[src/hw/flash_prot_pkg.sv]
package flash_prot_pkg;

  // bus timing at the 40 MHz system clock
  localparam int CLK_PERIOD_NS = 25;
  localparam int T_WRITE_NS = 70;
  localparam int T_READ_NS = 110;
  localparam int T_UNLOCK_GAP_NS = 6000;
  localparam logic [8:0] WR_CYC = 9'((T_WRITE_NS + CLK_PERIOD_NS - 1) / CLK_PERIOD_NS);
  localparam logic [8:0] RD_CYC = 9'((T_READ_NS + CLK_PERIOD_NS - 1) / CLK_PERIOD_NS);
  localparam logic [8:0] GAP_CYC = 9'((T_UNLOCK_GAP_NS + CLK_PERIOD_NS - 1) / CLK_PERIOD_NS);

  // register byte offsets
  localparam logic [7:0] REG_CMD = 8'h00;
  localparam logic [7:0] REG_CFG = 8'h04;
  localparam logic [7:0] REG_TADDR = 8'h08;
  localparam logic [7:0] REG_TDATA = 8'h0C;
  localparam logic [7:0] REG_PW_LO = 8'h10;
  localparam logic [7:0] REG_PW_HI = 8'h14;
  localparam logic [7:0] REG_STATUS = 8'h18;
  localparam logic [7:0] REG_RDATA = 8'h1C;
  localparam logic [7:0] REG_PWRD_LO = 8'h20;
  localparam logic [7:0] REG_PWRD_HI = 8'h24;

  // field positions and reset values
  localparam int CFG_X8_BIT = 0;
  localparam int ST_BUSY_BIT = 0;
  localparam int ST_REFUSED_BIT = 1;
  localparam int ST_DATA_BIT = 2;
  localparam int ST_MODE_LSB = 4;
  localparam logic CFG_X8_RESET = 1'b0;
  localparam logic [1:0] RESP_OKAY = 2'h0;
  localparam logic [1:0] RESP_SLVERR = 2'h2;

  // command cycle data and addresses
  localparam logic [7:0] CODE_UNLK1 = 8'hAA;
  localparam logic [7:0] CODE_UNLK2 = 8'h55;
  localparam logic [7:0] CODE_LOCKREG = 8'h40;
  localparam logic [7:0] CODE_PASSWORD = 8'h60;
  localparam logic [7:0] CODE_NVPROT = 8'hC0;
  localparam logic [7:0] CODE_NVLOCK = 8'h50;
  localparam logic [7:0] CODE_VOLATILE = 8'hE0;
  localparam logic [7:0] CODE_EXTBLK = 8'h88;
  localparam logic [7:0] CODE_EXIT = 8'h90;
  localparam logic [7:0] CODE_EXIT2 = 8'h00;
  localparam logic [7:0] CODE_PROG = 8'hA0;
  localparam logic [7:0] CODE_PW1 = 8'h25;
  localparam logic [7:0] CODE_PW2 = 8'h03;
  localparam logic [7:0] CODE_PWEND = 8'h29;
  localparam logic [7:0] CODE_CLR1 = 8'h80;
  localparam logic [7:0] CODE_CLR2 = 8'h30;
  localparam logic [7:0] BIT_PROTECTED = 8'h00;
  localparam logic [7:0] BIT_UNPROTECTED = 8'h01;
  localparam logic [26:0] ADDR1_X8 = 27'hAAA;
  localparam logic [26:0] ADDR2_X8 = 27'h555;
  localparam logic [26:0] ADDR1_X16 = 27'h555;
  localparam logic [26:0] ADDR2_X16 = 27'h2AA;
  localparam logic [3:0] UNLOCK_LAST_X8 = 4'hA;
  localparam logic [3:0] UNLOCK_LAST_X16 = 4'h6;
  localparam logic [3:0] PW_LAST_X8 = 4'h7;
  localparam logic [3:0] PW_LAST_X16 = 4'h3;

  typedef enum logic [3:0] {
    OP_ENTER_LOCKREG = 4'h0, OP_ENTER_PASSWORD = 4'h1, OP_ENTER_NVPROT = 4'h2,
    OP_ENTER_NVLOCK = 4'h3, OP_ENTER_VOLATILE = 4'h4, OP_ENTER_EXTBLK = 4'h5,
    OP_EXIT_SET = 4'h6, OP_EXIT_EXT = 4'h7, OP_PROGRAM = 4'h8, OP_PROTECT = 4'h9,
    OP_UNPROTECT = 4'hA, OP_READ = 4'hB, OP_READ_PW = 4'hC, OP_UNLOCK = 4'hD,
    OP_CLEAR_ALL = 4'hE, OP_PROG_EXT = 4'hF
  } op_t;

  typedef enum logic [2:0] {
    MODE_NONE = 3'h0, MODE_LOCKREG = 3'h1, MODE_PASSWORD = 3'h2, MODE_NVPROT = 3'h3,
    MODE_NVLOCK = 3'h4, MODE_VOLATILE = 3'h5, MODE_EXTBLK = 3'h6
  } mode_t;

  typedef struct packed {
    logic last;
    logic rd;
    logic [26:0] a;
    logic [15:0] d;
  } step_t;

  typedef struct packed {
    logic ce_n;
    logic oe_n;
    logic we_n;
    logic dq_oe_n;
    logic [25:0] addr;
    logic lowest_byte_address_bit;
    logic [15:0] dq_o;
  } flash_out_t;

  localparam flash_out_t FLASH_IDLE = '{ce_n: 1'b1, oe_n: 1'b1, we_n: 1'b1, dq_oe_n: 1'b1,
                                        addr: 26'h0, lowest_byte_address_bit: 1'b0,
                                        dq_o: 16'h0};

endpackage

[src/hw/flash_prot_host.sv]
// Decided for this implementation: the AXI4-Lite slave port and the address map.
`timescale 1ns/1ps
// Functional notes
// RQ1 - enter a protection set before protection commands
// RQ2 - set persists until 90h then 00h exit
// RQ3 - upper data and address bits ignored in commands
// RQ4 - register and password reads are plain reads
// RQ5 - status reads are read cycles, bit on DQ0
// RQ6 - one password portion per program sequence
// RQ7 - password portions accepted in any order
// RQ8 - x8 password read: byte n at address n
// RQ9 - unlock: 25h, 03h, pairs, 29h; 11/7 cycles
// RQ10 - protection bit data: 00 protected, 01 unprotected
// RQ11 - clear-all programs all bits before erasing
// RQ12 - lock set redirects accesses to lock register
// RQ13 - A0h plus data programs lock register
// RQ14 - password set accepts program, read, unlock
// RQ15 - portion selected by A1:A0 plus byte bit
// RQ16 - erased password reads all ones
// RQ17 - locked password mode reads back 00h
// RQ18 - correct password clears nonvolatile lock bit
// RQ19 - at least 6 us between unlock commands
// RQ20 - allow 6 us for unlock to complete
// RQ21 - nonvolatile set accepts program, status, clear-all
// RQ22 - A0h with block address protects that block
// RQ23 - nonvolatile bit overrides volatile bit
// RQ24 - extended block mapped at block 0, no erase
// RQ25 - clear-all needs no address, fails when locked
// RQ26 - mismatched write aborts sequence, mode kept
module flash_prot_host
  import flash_prot_pkg::*;
(
  input wire logic aclk,
  input wire logic aresetn,
  input wire logic clk_en,
  input wire logic [7:0] s_axi_awaddr,
  input wire logic s_axi_awvalid,
  output logic s_axi_awready,
  input wire logic [31:0] s_axi_wdata,
  input wire logic [3:0] s_axi_wstrb,
  input wire logic s_axi_wvalid,
  output logic s_axi_wready,
  output logic [1:0] s_axi_bresp,
  output logic s_axi_bvalid,
  input wire logic s_axi_bready,
  input wire logic [7:0] s_axi_araddr,
  input wire logic s_axi_arvalid,
  output logic s_axi_arready,
  output logic [31:0] s_axi_rdata,
  output logic [1:0] s_axi_rresp,
  output logic s_axi_rvalid,
  input wire logic s_axi_rready,
  output flash_out_t flash_o,
  input wire logic [15:0] flash_dq_i
);

  typedef enum logic [5:0] {
    ST_IDLE = 6'b000001, ST_ADDR = 6'b000010, ST_SETUP = 6'b000100,
    ST_PULSE = 6'b001000, ST_HOLD = 6'b010000, ST_WAIT = 6'b100000
  } st_t;

  st_t st_r;
  op_t op_r;
  mode_t mode_r;
  flash_out_t flash_r;
  logic [3:0] idx_r;
  logic [8:0] cnt_r;
  logic cfg_x8_r, refused_r;
  logic [26:0] taddr_r;
  logic [15:0] tdata_r, rdata_r;
  logic [63:0] pw_r, pwrd_r;
  logic aw_have_r, w_have_r, bvalid_r, arready_r, rvalid_r, awready_r, wready_r;
  logic [7:0] waddr_r;
  logic [31:0] wdata_r, rdata_out_r;
  logic [3:0] wstrb_r;
  logic [1:0] bresp_r, rresp_r;
  logic wr_fire, cmd_wr, start_ok, start_go;
  step_t cur;

  // merge written bytes into a register value
  function automatic logic [31:0] apply_strb(logic [31:0] old, logic [31:0] val,
                                             logic [3:0] strb);
    logic [31:0] r;
    r = old;
    for (int i = 0; i < 4; i++)
    begin
      if (strb[i]) r[i*8 +: 8] = val[i*8 +: 8];
    end
    return r;
  endfunction

  // true when the register offset is mapped
  function automatic logic reg_mapped(logic [7:0] a);
    return (a == REG_CMD) || (a == REG_CFG) || (a == REG_TADDR) || (a == REG_TDATA) ||
           (a == REG_PW_LO) || (a == REG_PW_HI) || (a == REG_STATUS) || (a == REG_RDATA) ||
           (a == REG_PWRD_LO) || (a == REG_PWRD_HI);
  endfunction

  // an operation may only start in the set it belongs to
  function automatic logic op_ok(op_t op, mode_t m);
    case (op)
      OP_ENTER_LOCKREG, OP_ENTER_PASSWORD, OP_ENTER_NVPROT,
      OP_ENTER_NVLOCK, OP_ENTER_VOLATILE, OP_ENTER_EXTBLK: return m == MODE_NONE; // [RQ2]
      OP_EXIT_SET: return (m != MODE_NONE) && (m != MODE_EXTBLK);
      OP_EXIT_EXT: return m == MODE_EXTBLK;
      OP_PROGRAM: return m inside {MODE_LOCKREG, MODE_PASSWORD, MODE_NVLOCK}; // [RQ1] [RQ13]
      OP_PROTECT: return m inside {MODE_NVPROT, MODE_VOLATILE}; // [RQ1]
      OP_UNPROTECT: return m == MODE_VOLATILE;
      OP_READ: return 1'b1;
      OP_READ_PW, OP_UNLOCK: return m == MODE_PASSWORD; // [RQ14]
      OP_CLEAR_ALL: return m == MODE_NVPROT; // [RQ21]
      OP_PROG_EXT: return m == MODE_EXTBLK;
      default: return 1'b0;
    endcase
  endfunction

  // set that the device stands in after an operation
  function automatic mode_t mode_after(op_t op, mode_t m);
    case (op)
      OP_ENTER_LOCKREG: return MODE_LOCKREG;
      OP_ENTER_PASSWORD: return MODE_PASSWORD;
      OP_ENTER_NVPROT: return MODE_NVPROT;
      OP_ENTER_NVLOCK: return MODE_NVLOCK;
      OP_ENTER_VOLATILE: return MODE_VOLATILE;
      OP_ENTER_EXTBLK: return MODE_EXTBLK;
      OP_EXIT_SET, OP_EXIT_EXT: return MODE_NONE; // [RQ2]
      default: return m;
    endcase
  endfunction

  // entry code of each command set
  function automatic logic [7:0] enter_code(op_t op);
    case (op)
      OP_ENTER_LOCKREG: return CODE_LOCKREG;
      OP_ENTER_PASSWORD: return CODE_PASSWORD;
      OP_ENTER_NVPROT: return CODE_NVPROT;
      OP_ENTER_NVLOCK: return CODE_NVLOCK;
      OP_ENTER_VOLATILE: return CODE_VOLATILE;
      default: return CODE_EXTBLK;
    endcase
  endfunction

  // address, data and direction of bus cycle idx of an operation
  function automatic step_t step_f(op_t op, logic [3:0] idx, logic x8, logic [26:0] ta,
                                   logic [15:0] td, logic [63:0] pw);
    step_t s;
    logic [26:0] a1, a2;
    logic [3:0] p;
    s = '0;
    a1 = x8 ? ADDR1_X8 : ADDR1_X16;
    a2 = x8 ? ADDR2_X8 : ADDR2_X16;
    p = (op == OP_UNLOCK) ? 4'(idx - 4'h2) : idx;
    case (op)
      OP_ENTER_LOCKREG, OP_ENTER_PASSWORD, OP_ENTER_NVPROT,
      OP_ENTER_NVLOCK, OP_ENTER_VOLATILE, OP_ENTER_EXTBLK:
        if (idx == 4'h0) s = '{1'b0, 1'b0, a1, {8'h00, CODE_UNLK1}};
        else if (idx == 4'h1) s = '{1'b0, 1'b0, a2, {8'h00, CODE_UNLK2}};
        else s = '{1'b1, 1'b0, a1, {8'h00, enter_code(op)}};
      OP_EXIT_SET: // [RQ2]
        if (idx == 4'h0) s = '{1'b0, 1'b0, 27'h0, {8'h00, CODE_EXIT}};
        else s = '{1'b1, 1'b0, 27'h0, {8'h00, CODE_EXIT2}};
      OP_EXIT_EXT:
        if (idx == 4'h0) s = '{1'b0, 1'b0, a1, {8'h00, CODE_UNLK1}};
        else if (idx == 4'h1) s = '{1'b0, 1'b0, a2, {8'h00, CODE_UNLK2}};
        else if (idx == 4'h2) s = '{1'b0, 1'b0, a2, {8'h00, CODE_EXIT}};
        else s = '{1'b1, 1'b0, 27'h0, {8'h00, CODE_EXIT2}};
      OP_PROGRAM, OP_PROTECT, OP_UNPROTECT: // [RQ6] [RQ13]
        if (idx == 4'h0) s = '{1'b0, 1'b0, 27'h0, {8'h00, CODE_PROG}};
        else if (op == OP_PROTECT) s = '{1'b1, 1'b0, ta, {8'h00, BIT_PROTECTED}}; // [RQ10]
        else if (op == OP_UNPROTECT) s = '{1'b1, 1'b0, ta, {8'h00, BIT_UNPROTECTED}};
        else s = '{1'b1, 1'b0, ta, td};
      OP_READ: s = '{1'b1, 1'b1, ta, 16'h0}; // [RQ4] [RQ5]
      OP_READ_PW: // [RQ8] [RQ15]
        s = '{idx == (x8 ? PW_LAST_X8 : PW_LAST_X16), 1'b1, {23'h0, idx}, 16'h0};
      OP_UNLOCK: // [RQ9]
        if (idx == 4'h0) s = '{1'b0, 1'b0, 27'h0, {8'h00, CODE_PW1}};
        else if (idx == 4'h1) s = '{1'b0, 1'b0, 27'h0, {8'h00, CODE_PW2}};
        else if (idx == (x8 ? UNLOCK_LAST_X8 : UNLOCK_LAST_X16))
          s = '{1'b1, 1'b0, 27'h0, {8'h00, CODE_PWEND}};
        else if (x8) s = '{1'b0, 1'b0, {23'h0, p}, {8'h00, pw[p[2:0]*8 +: 8]}};
        else s = '{1'b0, 1'b0, {23'h0, p}, pw[p[1:0]*16 +: 16]};
      OP_CLEAR_ALL: // [RQ25]
        if (idx == 4'h0) s = '{1'b0, 1'b0, 27'h0, {8'h00, CODE_CLR1}};
        else s = '{1'b1, 1'b0, 27'h0, {8'h00, CODE_CLR2}};
      OP_PROG_EXT:
        if (idx == 4'h0) s = '{1'b0, 1'b0, a1, {8'h00, CODE_UNLK1}};
        else if (idx == 4'h1) s = '{1'b0, 1'b0, a2, {8'h00, CODE_UNLK2}};
        else if (idx == 4'h2) s = '{1'b0, 1'b0, a1, {8'h00, CODE_PROG}};
        else s = '{1'b1, 1'b0, ta, td};
      default: s = '{1'b1, 1'b1, 27'h0, 16'h0};
    endcase
    return s;
  endfunction

  // current bus cycle and register write decode
  assign cur = step_f(op_r, idx_r, cfg_x8_r, taddr_r, tdata_r, pw_r);
  assign wr_fire = aw_have_r && w_have_r && !bvalid_r;
  assign cmd_wr = wr_fire && (waddr_r == REG_CMD) && wstrb_r[0];
  assign start_ok = (st_r == ST_IDLE) && op_ok(op_t'(wdata_r[3:0]), mode_r); // [RQ1]
  assign start_go = cmd_wr && start_ok;

  // write address and data channels, taken in either order
  always_ff @(posedge aclk)
  begin
    if (!aresetn)
    begin
      aw_have_r <= 1'b0;
      w_have_r <= 1'b0;
      awready_r <= 1'b1;
      wready_r <= 1'b1;
      bvalid_r <= 1'b0;
      bresp_r <= RESP_OKAY;
      waddr_r <= 8'h00;
      wdata_r <= 32'h0;
      wstrb_r <= 4'h0;
    end
    else if (clk_en)
    begin
      if (s_axi_awvalid && awready_r)
      begin
        aw_have_r <= 1'b1;
        awready_r <= 1'b0;
        waddr_r <= {s_axi_awaddr[7:2], 2'b00};
      end
      if (s_axi_wvalid && wready_r)
      begin
        w_have_r <= 1'b1;
        wready_r <= 1'b0;
        wdata_r <= s_axi_wdata;
        wstrb_r <= s_axi_wstrb;
      end
      if (wr_fire)
      begin
        aw_have_r <= 1'b0;
        w_have_r <= 1'b0;
        bvalid_r <= 1'b1;
        bresp_r <= (reg_mapped(waddr_r) && waddr_r != REG_STATUS ? RESP_OKAY : RESP_SLVERR);
      end
      else if (bvalid_r && s_axi_bready)
      begin
        bvalid_r <= 1'b0;
        awready_r <= 1'b1;
        wready_r <= 1'b1;
      end
    end
  end

  // software registers; a refusal in the same cycle as its clear wins
  always_ff @(posedge aclk)
  begin
    if (!aresetn)
    begin
      cfg_x8_r <= CFG_X8_RESET;
      taddr_r <= 27'h0;
      tdata_r <= 16'h0;
      pw_r <= 64'h0;
      refused_r <= 1'b0;
    end
    else if (clk_en)
    begin
      if (wr_fire && waddr_r == REG_CFG && wstrb_r[0]) cfg_x8_r <= wdata_r[CFG_X8_BIT];
      if (wr_fire && waddr_r == REG_TADDR)
        taddr_r <= 27'(apply_strb({5'h0, taddr_r}, wdata_r, wstrb_r));
      if (wr_fire && waddr_r == REG_TDATA)
        tdata_r <= 16'(apply_strb({16'h0, tdata_r}, wdata_r, wstrb_r));
      if (wr_fire && waddr_r == REG_PW_LO) pw_r[31:0] <= apply_strb(pw_r[31:0], wdata_r, wstrb_r);
      if (wr_fire && waddr_r == REG_PW_HI)
        pw_r[63:32] <= apply_strb(pw_r[63:32], wdata_r, wstrb_r);
      if (cmd_wr && !start_ok) refused_r <= 1'b1;
      else if (wr_fire && waddr_r == REG_RDATA && wstrb_r[0] && wdata_r[ST_REFUSED_BIT])
        refused_r <= 1'b0;
    end
  end

  // read channel, answered one cycle after the address is taken
  always_ff @(posedge aclk)
  begin
    if (!aresetn)
    begin
      arready_r <= 1'b1;
      rvalid_r <= 1'b0;
      rresp_r <= RESP_OKAY;
      rdata_out_r <= 32'h0;
    end
    else if (clk_en)
    begin
      if (s_axi_arvalid && arready_r)
      begin
        arready_r <= 1'b0;
        rvalid_r <= 1'b1;
        rresp_r <= reg_mapped({s_axi_araddr[7:2], 2'b00}) ? RESP_OKAY : RESP_SLVERR;
        case ({s_axi_araddr[7:2], 2'b00})
          REG_CFG: rdata_out_r <= {31'h0, cfg_x8_r};
          REG_TADDR: rdata_out_r <= {5'h0, taddr_r};
          REG_TDATA: rdata_out_r <= {16'h0, tdata_r};
          REG_PW_LO: rdata_out_r <= pw_r[31:0];
          REG_PW_HI: rdata_out_r <= pw_r[63:32];
          REG_STATUS: rdata_out_r <= {25'h0, mode_r, 1'b0, rdata_r[0], refused_r, // [RQ5]
                                      st_r != ST_IDLE};
          REG_RDATA: rdata_out_r <= {16'h0, rdata_r};
          REG_PWRD_LO: rdata_out_r <= pwrd_r[31:0];
          REG_PWRD_HI: rdata_out_r <= pwrd_r[63:32];
          default: rdata_out_r <= 32'h0;
        endcase
      end
      else if (rvalid_r && s_axi_rready)
      begin
        rvalid_r <= 1'b0;
        arready_r <= 1'b1;
      end
    end
  end

  // flash bus sequencer: address, strobe, hold for every cycle of an operation
  always_ff @(posedge aclk)
  begin
    if (!aresetn)
    begin
      st_r <= ST_IDLE;
      op_r <= OP_READ;
      mode_r <= MODE_NONE;
      idx_r <= 4'h0;
      cnt_r <= 9'h000;
      flash_r <= FLASH_IDLE;
      rdata_r <= 16'h0;
      pwrd_r <= 64'h0;
    end
    else if (clk_en)
    begin
      case (st_r)
        ST_IDLE:
          if (start_go)
          begin
            op_r <= op_t'(wdata_r[3:0]);
            idx_r <= 4'h0;
            st_r <= ST_ADDR;
          end
        ST_ADDR:
        begin
          flash_r.ce_n <= 1'b0;
          flash_r.dq_oe_n <= cur.rd; // [RQ5]
          flash_r.addr <= cfg_x8_r ? cur.a[26:1] : cur.a[25:0]; // [RQ15]
          flash_r.lowest_byte_address_bit <= cfg_x8_r & cur.a[0];
          flash_r.dq_o <= cfg_x8_r ? {8'h00, cur.d[7:0]} : cur.d; // [RQ3]
          st_r <= ST_SETUP;
        end
        ST_SETUP:
        begin
          flash_r.oe_n <= !cur.rd; // [RQ4]
          flash_r.we_n <= cur.rd;
          cnt_r <= (cur.rd ? RD_CYC : WR_CYC) - 9'h001;
          st_r <= ST_PULSE;
        end
        ST_PULSE:
          if (cnt_r == 9'h000)
          begin
            flash_r.oe_n <= 1'b1;
            flash_r.we_n <= 1'b1;
            if (cur.rd) rdata_r <= cfg_x8_r ? {8'h00, flash_dq_i[7:0]} : flash_dq_i;
            if (op_r == OP_READ_PW && cfg_x8_r) pwrd_r[idx_r[2:0]*8 +: 8] <= flash_dq_i[7:0];
            else if (op_r == OP_READ_PW) pwrd_r[idx_r[1:0]*16 +: 16] <= flash_dq_i; // [RQ8]
            st_r <= ST_HOLD;
          end
          else cnt_r <= cnt_r - 9'h001;
        ST_HOLD:
        begin
          flash_r.ce_n <= 1'b1;
          flash_r.dq_oe_n <= 1'b1;
          if (!cur.last)
          begin
            idx_r <= idx_r + 4'h1;
            st_r <= ST_ADDR;
          end
          else
          begin
            mode_r <= mode_after(op_r, mode_r); // [RQ2]
            if (op_r == OP_UNLOCK)
            begin
              cnt_r <= GAP_CYC - 9'h001; // [RQ19] [RQ20]
              st_r <= ST_WAIT;
            end
            else st_r <= ST_IDLE;
          end
        end
        ST_WAIT:
          if (cnt_r == 9'h000) st_r <= ST_IDLE; // [RQ19]
          else cnt_r <= cnt_r - 9'h001;
        default: st_r <= ST_IDLE;
      endcase
    end
  end

  // ports straight from flip-flops
  assign flash_o = flash_r;
  assign s_axi_awready = awready_r;
  assign s_axi_wready = wready_r;
  assign s_axi_bvalid = bvalid_r;
  assign s_axi_bresp = bresp_r;
  assign s_axi_arready = arready_r;
  assign s_axi_rvalid = rvalid_r;
  assign s_axi_rresp = rresp_r;
  assign s_axi_rdata = rdata_out_r;
endmodule // flash_prot_host

[config.mk]
export PLATFORM = sky130hd
export DESIGN_NAME = flash_prot_host
export DESIGN_NICKNAME = d
export VERILOG_FILES = /design/src/hw/flash_prot_pkg.sv /design/src/hw/flash_prot_host.sv
export SDC_FILE = /design/constraint.sdc
export NUM_CORES = 1
export LEC_CHECK = 0
export BUFFER_PORTS_ARGS = -buffer_cell sky130_fd_sc_hd__buf_2
export CAP_MARGIN = 20
export CORE_MARGIN = 10
export CORE_UTILIZATION = 50
export DETAILED_ROUTE_END_ITERATION = 16
export MAX_ROUTING_LAYER = met4
export PLACE_DENSITY_LB_ADDON = 0.15
export SYNTH_ARGS = -nofsm -noshare
export SYNTH_HDL_FRONTEND = slang
export SYNTH_SLANG_ARGS = --single-unit
[constraint.sdc]
create_clock -name aclk -period 4.7 [get_ports aclk]
set_clock_uncertainty 0.2 [all_clocks]
set_input_delay 0.94 -clock aclk [delete_from_list [all_inputs] [get_ports aclk]]
set_output_delay 0.94 -clock aclk [all_outputs]
set_load 0.1 [all_outputs]
==> impl_metrics.py, run 1 <==
metrics = {
    "route": {
        "drt_iter0_markers": 2231,
        "vias": 16400,
        "drc": 0,
        "ant_nets": 0,
        "avgViaCountPerCell": 6.45,
        "wl_per_cell_um": 25.4,
        "drt_pass1_iterations": 6,
        "wirelength_mm": 64.5,
    },
    "logic_synthesis": {
        "synthTopCellsByArea": "dfxtp_1 40%, mux2i_1 8.5%, nand2_1 5.3%",
        "synth_ff_type": "dfxtp_1",
        "synth_area_leader_cell": "dfxtp_1",
        "ys_seq_elements": 345,
        "synth_area_per_cell_sq_um": 8.65,
        "yosysWarningCount": 0,
        "syn_inst": 1982,
        "synth.top_cell.area_share_pct": 40.3,
        "synth_cell_types": 90,
        "netlist_area_sq_um": 17100,
        "ys_seq_area_share_pct": 40.3,
        "synth_edf_count": 0,
        "async_flop_share_pct": 0,
    },
    "clock_tree": {
        "insertion_delay_ns": 0.58,
        "postCtsSetupBuffers": 0,
        "cts_tree": "built",
        "ctsHoldBuffers": 0,
        "h-tree-depth": 2,
        "clk_pin_slew_ns": 0.06,
        "numClockSinks": 345,
        "cts_buffer_depth": 3,
        "ctsResizeCount": 0,
        "cts-root-buf": "clkbuf_16",
        "cts_buffers": 38,
    },
    "floorplan": {
        "pin_count": 164,
        "die-area_sq_um": 42100,
        "coreArea_sq_um": 33700,
        "num_rows": 67,
        "start_util_pct": 50.9,
        "die_h_um": 205,
        "die_x_um": 205,
    },
    "flow_run": {
        "maxCapViolCount": 0,
    },
    "hold_path": {
        "hp-class": "reg2reg",
    },
    "layout": {
        "nFillCells": 3169,
        "drive_above_1_share_pct": 17.3,
        "syn2layout_area_growth_pct": 13.5,
        "n_antenna_cell": 0,
        "final_util_pct": 57.7,
        "finalNetCount": 2156,
        "finalNonFillerCells": 2543,
    },
    "worst_setup_path": {
        "crit_fanout": 13,
        "crit_required_ns": 4.98,
        "end_kind": "flop",
        "start_kind": "flop",
        "critPathKind": "reg2reg",
        "cp.arrival_ns": 3.96,
    },
    "timing": {
        "maxSlewHeadroom_pct": 21.0,
        "rsz0062_at_grt": "false",
        "finalCriticalPeriod_ns": 3.67,
        "timing.hold.ws_ns": 0.249,
        "max_freq_mhz": 272,
        "finalHoldViolCount": 0,
        "setup_tns_ns": 0,
        "worst_pin_slew_ns": 1.18,
        "finalMaxSlewViolations": 0,
        "setup_viol": 0,
        "post-route-period-util_pct": 78.1,
    },
    "pwr": {
        "swShare_pct": 26.1,
        "power_frac_seq_pct": 47.4,
        "leakage_uw": 0.00706,
        "power_density_nw_per_um2": 326,
        "max-vdd-ir-drop_mv": 0.322,
        "power.switching_uw": 1650,
        "p_clk_share_pct": 45.7,
        "p_int_uw": 4690,
        "total_power_uw": 6340,
        "power_frac_comb_pct": 6.9,
    },
    "global_routing": {
        "grt_max_degree": 137,
        "grt_pass1_vias": 15300,
        "use_met3_pct": 4.90,
        "top_usage_layer": "met2",
        "grt_usage_pct": 30.3,
        "grt_pass1_wl_mm": 95.5,
        "met1_usage_pct": 39.3,
        "use_met2_pct": 46.2,
        "antenna_found_initial": 0,
        "gr-total-overflow": 0,
    },
    "outcome": {
        "status": "finished clean",
    },
    "place": {
        "hpwlAfterDp_mm": 47.1,
        "gp_congestion": 1.04,
        "dp.cells": 2477,
        "portBuffers": 157,
    },
}
## synth_stat cells (5+ instances only)
| library cell | n |
|---|---|
| a22oi_1 | 58 |
| o21ai_0 | 76 |
| clkbuf_1 | 126 |
| a311oi_1 | 6 |
| a31oi_1 | 30 |
| and2_1 | 9 |
| a221oi_1 | 31 |
| or3_1 | 11 |
| nand3_1 | 74 |
| inv_1 | 14 |
| a222oi_1 | 33 |
| a22o_1 | 9 |
| o22ai_1 | 7 |
| mux2i_1 | 145 |
| nor3_1 | 19 |
| buf_1 | 9 |
| ha_1 | 11 |
| or2_2 | 9 |
| nor2b_1 | 13 |
| nor2_1 | 224 |
| mux4_2 | 26 |
| nor3b_1 | 7 |
| dfxtp_1 | 345 |
| nor2_2 | 8 |
| a211oi_1 | 46 |
| nand3b_1 | 5 |
| buf_2 | 20 |
| mux2_2 | 17 |
| nand2_1 | 240 |
| nor4_1 | 7 |
| o21a_1 | 5 |
| and3_1 | 9 |
| a2111oi_0 | 7 |
| a21o_1 | 11 |
| nand2b_1 | 14 |
| a21oi_1 | 160 |
| xnor2_1 | 7 |
| or4_1 | 5 |
| o31ai_1 | 13 |
| nand4b_1 | 5 |
| o211ai_1 | 16 |
## registers in the layout (all words and copies together), names as in the netlist, 3 cells and up
| signal | flops |
|---|---|
| pw_r | 64 |
| pwrd_r | 64 |
| flash_o | 47 |
| s_axi_rdata | 32 |
| wdata_r | 32 |
| taddr_r | 27 |
| rdata_r | 16 |
| tdata_r | 16 |
| cnt_r | 9 |
| st_r | 6 |
| waddr_r | 6 |
| idx_r | 4 |
| op_r | 4 |
| wstrb_r | 4 |
| mode_r | 3 |
## critical path, stage by stage (launching register included)
cell	delay, ns
dfxtp_1	0.38
clkinv_1	0.18
ha_1	0.47
nor3b_2	0.81
nand2_1	0.17
o2111ai_1	0.33
a21oi_1	0.34
or4_1	0.57
a21oi_1	0.16
## power groups by stage
stage	combinational [uW]	sequential, uW	clock [uW]
finish	438	3010	2900
CTS	435	3010	2920
global route	462	3010	3040
detailed placement	434	3070	0
global placement	430	3070	0
floorplan	182	3180	0
## logic make-up after synthesis
kind of cell             count (synthesis)  synth area share, %
other                                    1               0.0219
flip-flops                             345                 40.3
buffers and inverters                  176                 4.13
adder cells (fa/ha/maj)                 11                0.803
XOR/XNOR                                10                0.555
AO/OA/AOI/OAI                          559                 22.5
AND/OR/NAND/NOR                        691                 18.6
multiplexers                           189                 13.1
## layout by cell type, fill, tap and decap left out, drive strengths merged, types with 18 or more instances in the layout
cell,synthesis,layout
nor2,234,234
mux4,26,26
dfxtp,345,345
a211oi,47,47
mux2i,145,145
a31oi,30,30
buf,34,206
nor3,22,22
o21ai,77,77
clkbuf,126,52
a21oi,162,162
a221oi,31,31
a222oi,33,33
nand2,240,240
a22oi,58,58
mux2,18,18
nand3,75,75
## per-stage QoR
| stage | instance area (sq um) | setup slack (ns) |
|---|---|---|
| finish | 19500 | 1.03 |
| CTS | 19500 | 1.10 |
| global route | 19500 | 0.760 |
| floorplan | 17100 | 1.18 |
| detailed placement | 18300 | 1.14 |
| global placement | 18300 | 1.13 |
## cell type report
cell class / instances / area [sq um] / area share [%]
multi-input combinational: 1462 / 9570 / 49.2
tap: 448 / 561 / 2.88
clock inverter: 14 / 146 / 0.752
timing repair buffer: 206 / 1170 / 5.99
sequential: 345 / 6910 / 35.5
clock buffer: 52 / 1040 / 5.36
inverter: 16 / 67.6 / 0.347
## metal layers
layer	share of wire [%]	up-vias	wire, um
met2	45	839	29200
met4	4.6	0	2960
met3	8.9	150	5760
li1	-	7486	-
met5	0	-	0
met1	41	7923	26500
## path summary, 6_finish.rpt
path                to      start  depth (start not counted)  slack (ns)
max reg2reg   idx_r[3]   idx_r[0]                          8        1.03
min reg2reg  aw_have_r  aw_have_r                          2        0.25
min          aw_have_r  aw_have_r                          2        0.25
max           idx_r[3]   idx_r[0]                          8        1.03
No activity file was read; power rests on OpenSTA's default activity.
==> run 2, diff against run 1 <==
--- a/config.mk
+++ b/config.mk
@@ -5,6 +5,7 @@
 export SDC_FILE = /design/constraint.sdc
 export NUM_CORES = 1
 export LEC_CHECK = 0
+export ABC_AREA = 1
 export BUFFER_PORTS_ARGS = -buffer_cell sky130_fd_sc_hd__buf_2
 export CAP_MARGIN = 20
 export CORE_MARGIN = 10
==> constraint.sdc (replaced) <==
create_clock -name aclk -period 3.2 [get_ports aclk]
set_clock_uncertainty 0.2 [all_clocks]
set_input_delay 0.64 -clock aclk [delete_from_list [all_inputs] [get_ports aclk]]
set_output_delay 0.64 -clock aclk [all_outputs]
set_load 0.1 [all_outputs]
==> run 2 against run 1 <==
Via count is 15% higher. Combinational power grew to 4.1 times the previous value. Fmax is 27% higher.
==> impl_metrics.py, run 2 <==
metrics = {
    "pwr": {
        "power_density_nw_per_um2": 525,
        "max-vdd-ir-drop_mv": 0.513,
        "total_power_uw": 10600,
        "leakage_uw": 0.00820,
    },
    "route": {
        "top_layer": "met4",
        "avgViaCountPerCell": 5.85,
        "drc": 0,
        "wl_met3_mm": 4.89,
        "wl_per_cell_um": 21.0,
        "ant_nets": 0,
        "wl_met2_mm": 31.4,
        "m1WireLength_mm": 27.9,
        "wirelength_mm": 67.4,
        "drt_pass1_iterations": 7,
        "vias": 18800,
        "drt_iter0_markers": 2142,
    },
    "floorplan": {
        "start_util_pct": 50.8,
        "coreArea_sq_um": 34500,
        "num_rows": 68,
        "die-area_sq_um": 43000,
        "pin_count": 164,
        "die_h_um": 207,
        "die_x_um": 207,
    },
    "layout": {
        "finalNetCount": 2817,
        "drive_above_1_share_pct": 13.7,
        "final_common_cell": "nand2_1",
        "layout_common_cells": "542 x nand2_1, 344 x dfxtp_1, 332 x a21oi_1, 270 x o21ai_0, 243 x nor2_1",
        "syn2layout_area_growth_pct": 15.0,
        "n_antenna_cell": 0,
    },
    "worst_setup_path": {
        "worst_r2r_path_depth": 10,
        "cp.arrival_ns": 3.20,
        "crit_required_ns": 3.50,
        "end_kind": "flop",
        "start_kind": "flop",
        "critPathKind": "reg2reg",
        "crit_fanout": 11,
    },
    "timing": {
        "max_freq_mhz": 345,
        "setup_viol": 0,
        "worst_pin_slew_ns": 0.751,
        "maxSlewHeadroom_pct": 49.8,
        "setup_tns_ns": 0,
        "post-route-period-util_pct": 90.5,
        "finalCriticalPeriod_ns": 2.89,
        "rsz0062_at_grt": "false",
        "timing.hold.ws_ns": 0.147,
        "finalHoldViolCount": 0,
        "finalMaxSlewViolations": 0,
    },
    "logic_synthesis": {
        "synth_edf_count": 0,
        "synth_ff_type": "dfxtp_1",
        "ys_seq_area_share_pct": 39.4,
        "synth_area_per_cell_sq_um": 6.76,
        "syn_inst": 2595,
        "ys_seq_elements": 345,
        "synth_top_family_by_area": "simple AND/OR/NAND/NOR gates",
        "synthTopCellsByArea": "dfxtp_1 39%, nand2_1 12%, a21oi_1 9.5%",
        "synthXorXnorAreaFrac_pct": 0.399,
        "synthAdderAreaFrac_pct": 0.785,
        "synth_area_leader_cell": "dfxtp_1",
        "yosysMostFrequentCell": "nand2_1",
        "synth_mux_area_share_pct": 0,
        "synth_cell_types": 52,
        "synth.top_cell.area_share_pct": 39.4,
        "netlist_area_sq_um": 17500,
        "async_flop_share_pct": 0,
        "yosysWarningCount": 0,
        "synth_common_cells": "544 x nand2_1, 345 x dfxtp_1, 332 x a21oi_1, 270 x o21ai_0, 245 x nor2_1",
        "synth_compound_area_share_pct": 24.9,
        "synth-simple-area-share_pct": 25.6,
    },
    "hold_path": {
        "hp-class": "in2reg",
        "min_path_cells": 4,
    },
    "outcome": {
        "status": "finished clean",
    },
    "clock_tree": {
        "ctsHoldBuffers": 0,
        "h-tree-depth": 2,
        "cts_buffers": 39,
        "postCtsSetupBuffers": 0,
        "cts-root-buf": "clkbuf_16",
        "clk_pin_slew_ns": 0.06,
        "ctsResizeCount": 0,
        "cts_tree": "built",
        "cts_buffer_depth": 3,
        "numClockSinks": 345,
        "insertion_delay_ns": 0.57,
    },
    "flow_run": {
        "maxCapViolCount": 0,
    },
    "place": {
        "gp_congestion": 1.03,
        "hpwlAfterDp_mm": 49.9,
        "portBuffers": 157,
    },
    "global_routing": {
        "grt_usage_pct": 30.8,
        "antenna_found_initial": 0,
        "grt_max_degree": 141,
        "grt_pass1_wl_mm": 104,
        "gr-total-overflow": 0,
        "grt_pass1_vias": 17700,
    },
}
run 2: changes by cell type after synthesis, sizes merged, moves of 28 or more:
| cell | delta |
|---|---|
| nand2 | +331 |
| a22oi | -33 |
| nand3 | +66 |
| mux2i | -145 |
| a222oi | -33 |
| inv | +241 |
| o22ai | +70 |
| nand4 | +28 |
| a221oi | -31 |
| a21oi | +172 |
| a211oi | -43 |
| nor2 | +31 |
| o21ai | +209 |
| clkbuf | -34 |
run 2: cell type report:
cell class              count  area (sq um)
repair buffers            230          1410
flip-flops and latches    345          6910
inverters                 259           977
well taps                 455           569
clock buffers              58          1160
fillers                  3418         14400
clock inverters            10          75.1
multi-input cells        1855          9070
run 2: where the power goes:
part / total [uW] / switching [uW] / internal [uW] / leakage (uW)
clock: 4350 / 1850 / 2500 / 0.000610
sequential: 4450 / 81.0 / 4370 / 0.00279
combinational: 1790 / 1290 / 504 / 0.00481
run 2: final timing paths:
check                from  slack [ns]            to
max              idx_r[2]        0.31    pwrd_r[14]
min          s_axi_wvalid        0.15  s_axi_wready
max reg2reg      idx_r[2]        0.31    pwrd_r[14]
min reg2reg    pwrd_r[15]        0.25    pwrd_r[15]
run 2: worst max-delay path, cell delays in order (launching register included):
cell	delay, ns
dfxtp_1	0.52
inv_1	0.23
ha_1	0.27
buf_4	0.16
nor3_1	0.29
nand3_2	0.28
nand2_1	0.12
nand2_1	0.24
inv_1	0.35
nor2_1	0.07
nor2_1	0.11
run 2: logic make-up (layout without fill, tap and decap cells):
| group | count (synthesis) | count (layout) |
|---|---|---|
| AOI/OAI and AO/OA | 793 | 793 |
| xor gates and xnor gates | 8 | 8 |
| adders and majority gates | 11 | 11 |
| buffers and inverters | 396 | 557 |
| DFF | 345 | 345 |
| other | 1 | 2 |
| and+or+nand+nor | 1041 | 1041 |
run 2: per-stage QoR:
stage / instance area, sq um / worst slack [ns] / utilization, % / std cells
2_1_floorplan: 17500 / 0.393 / - / 2596
3_3_place_gp: 18900 / 0.0859 / 54.8 / 3144
3_5_place_dp: 18900 / 0.0290 / 54.8 / 3144
4_1_cts: 20200 / 0.384 / 58.4 / 3212
5_1_grt: 20200 / 0.130 / 58.4 / 3212
6_report: 20200 / 0.305 / 58.4 / 3212
run 2: routing by layer:
| metal | GRT usage, % | vias to the layer above |
|---|---|---|
| met2 | 49.0 | 871 |
| met4 | 14.4 | 0 |
| li1 | - | 8992 |
| met3 | 3.88 | 163 |
| met1 | 38.3 | 8771 |
| met5 | - | - |
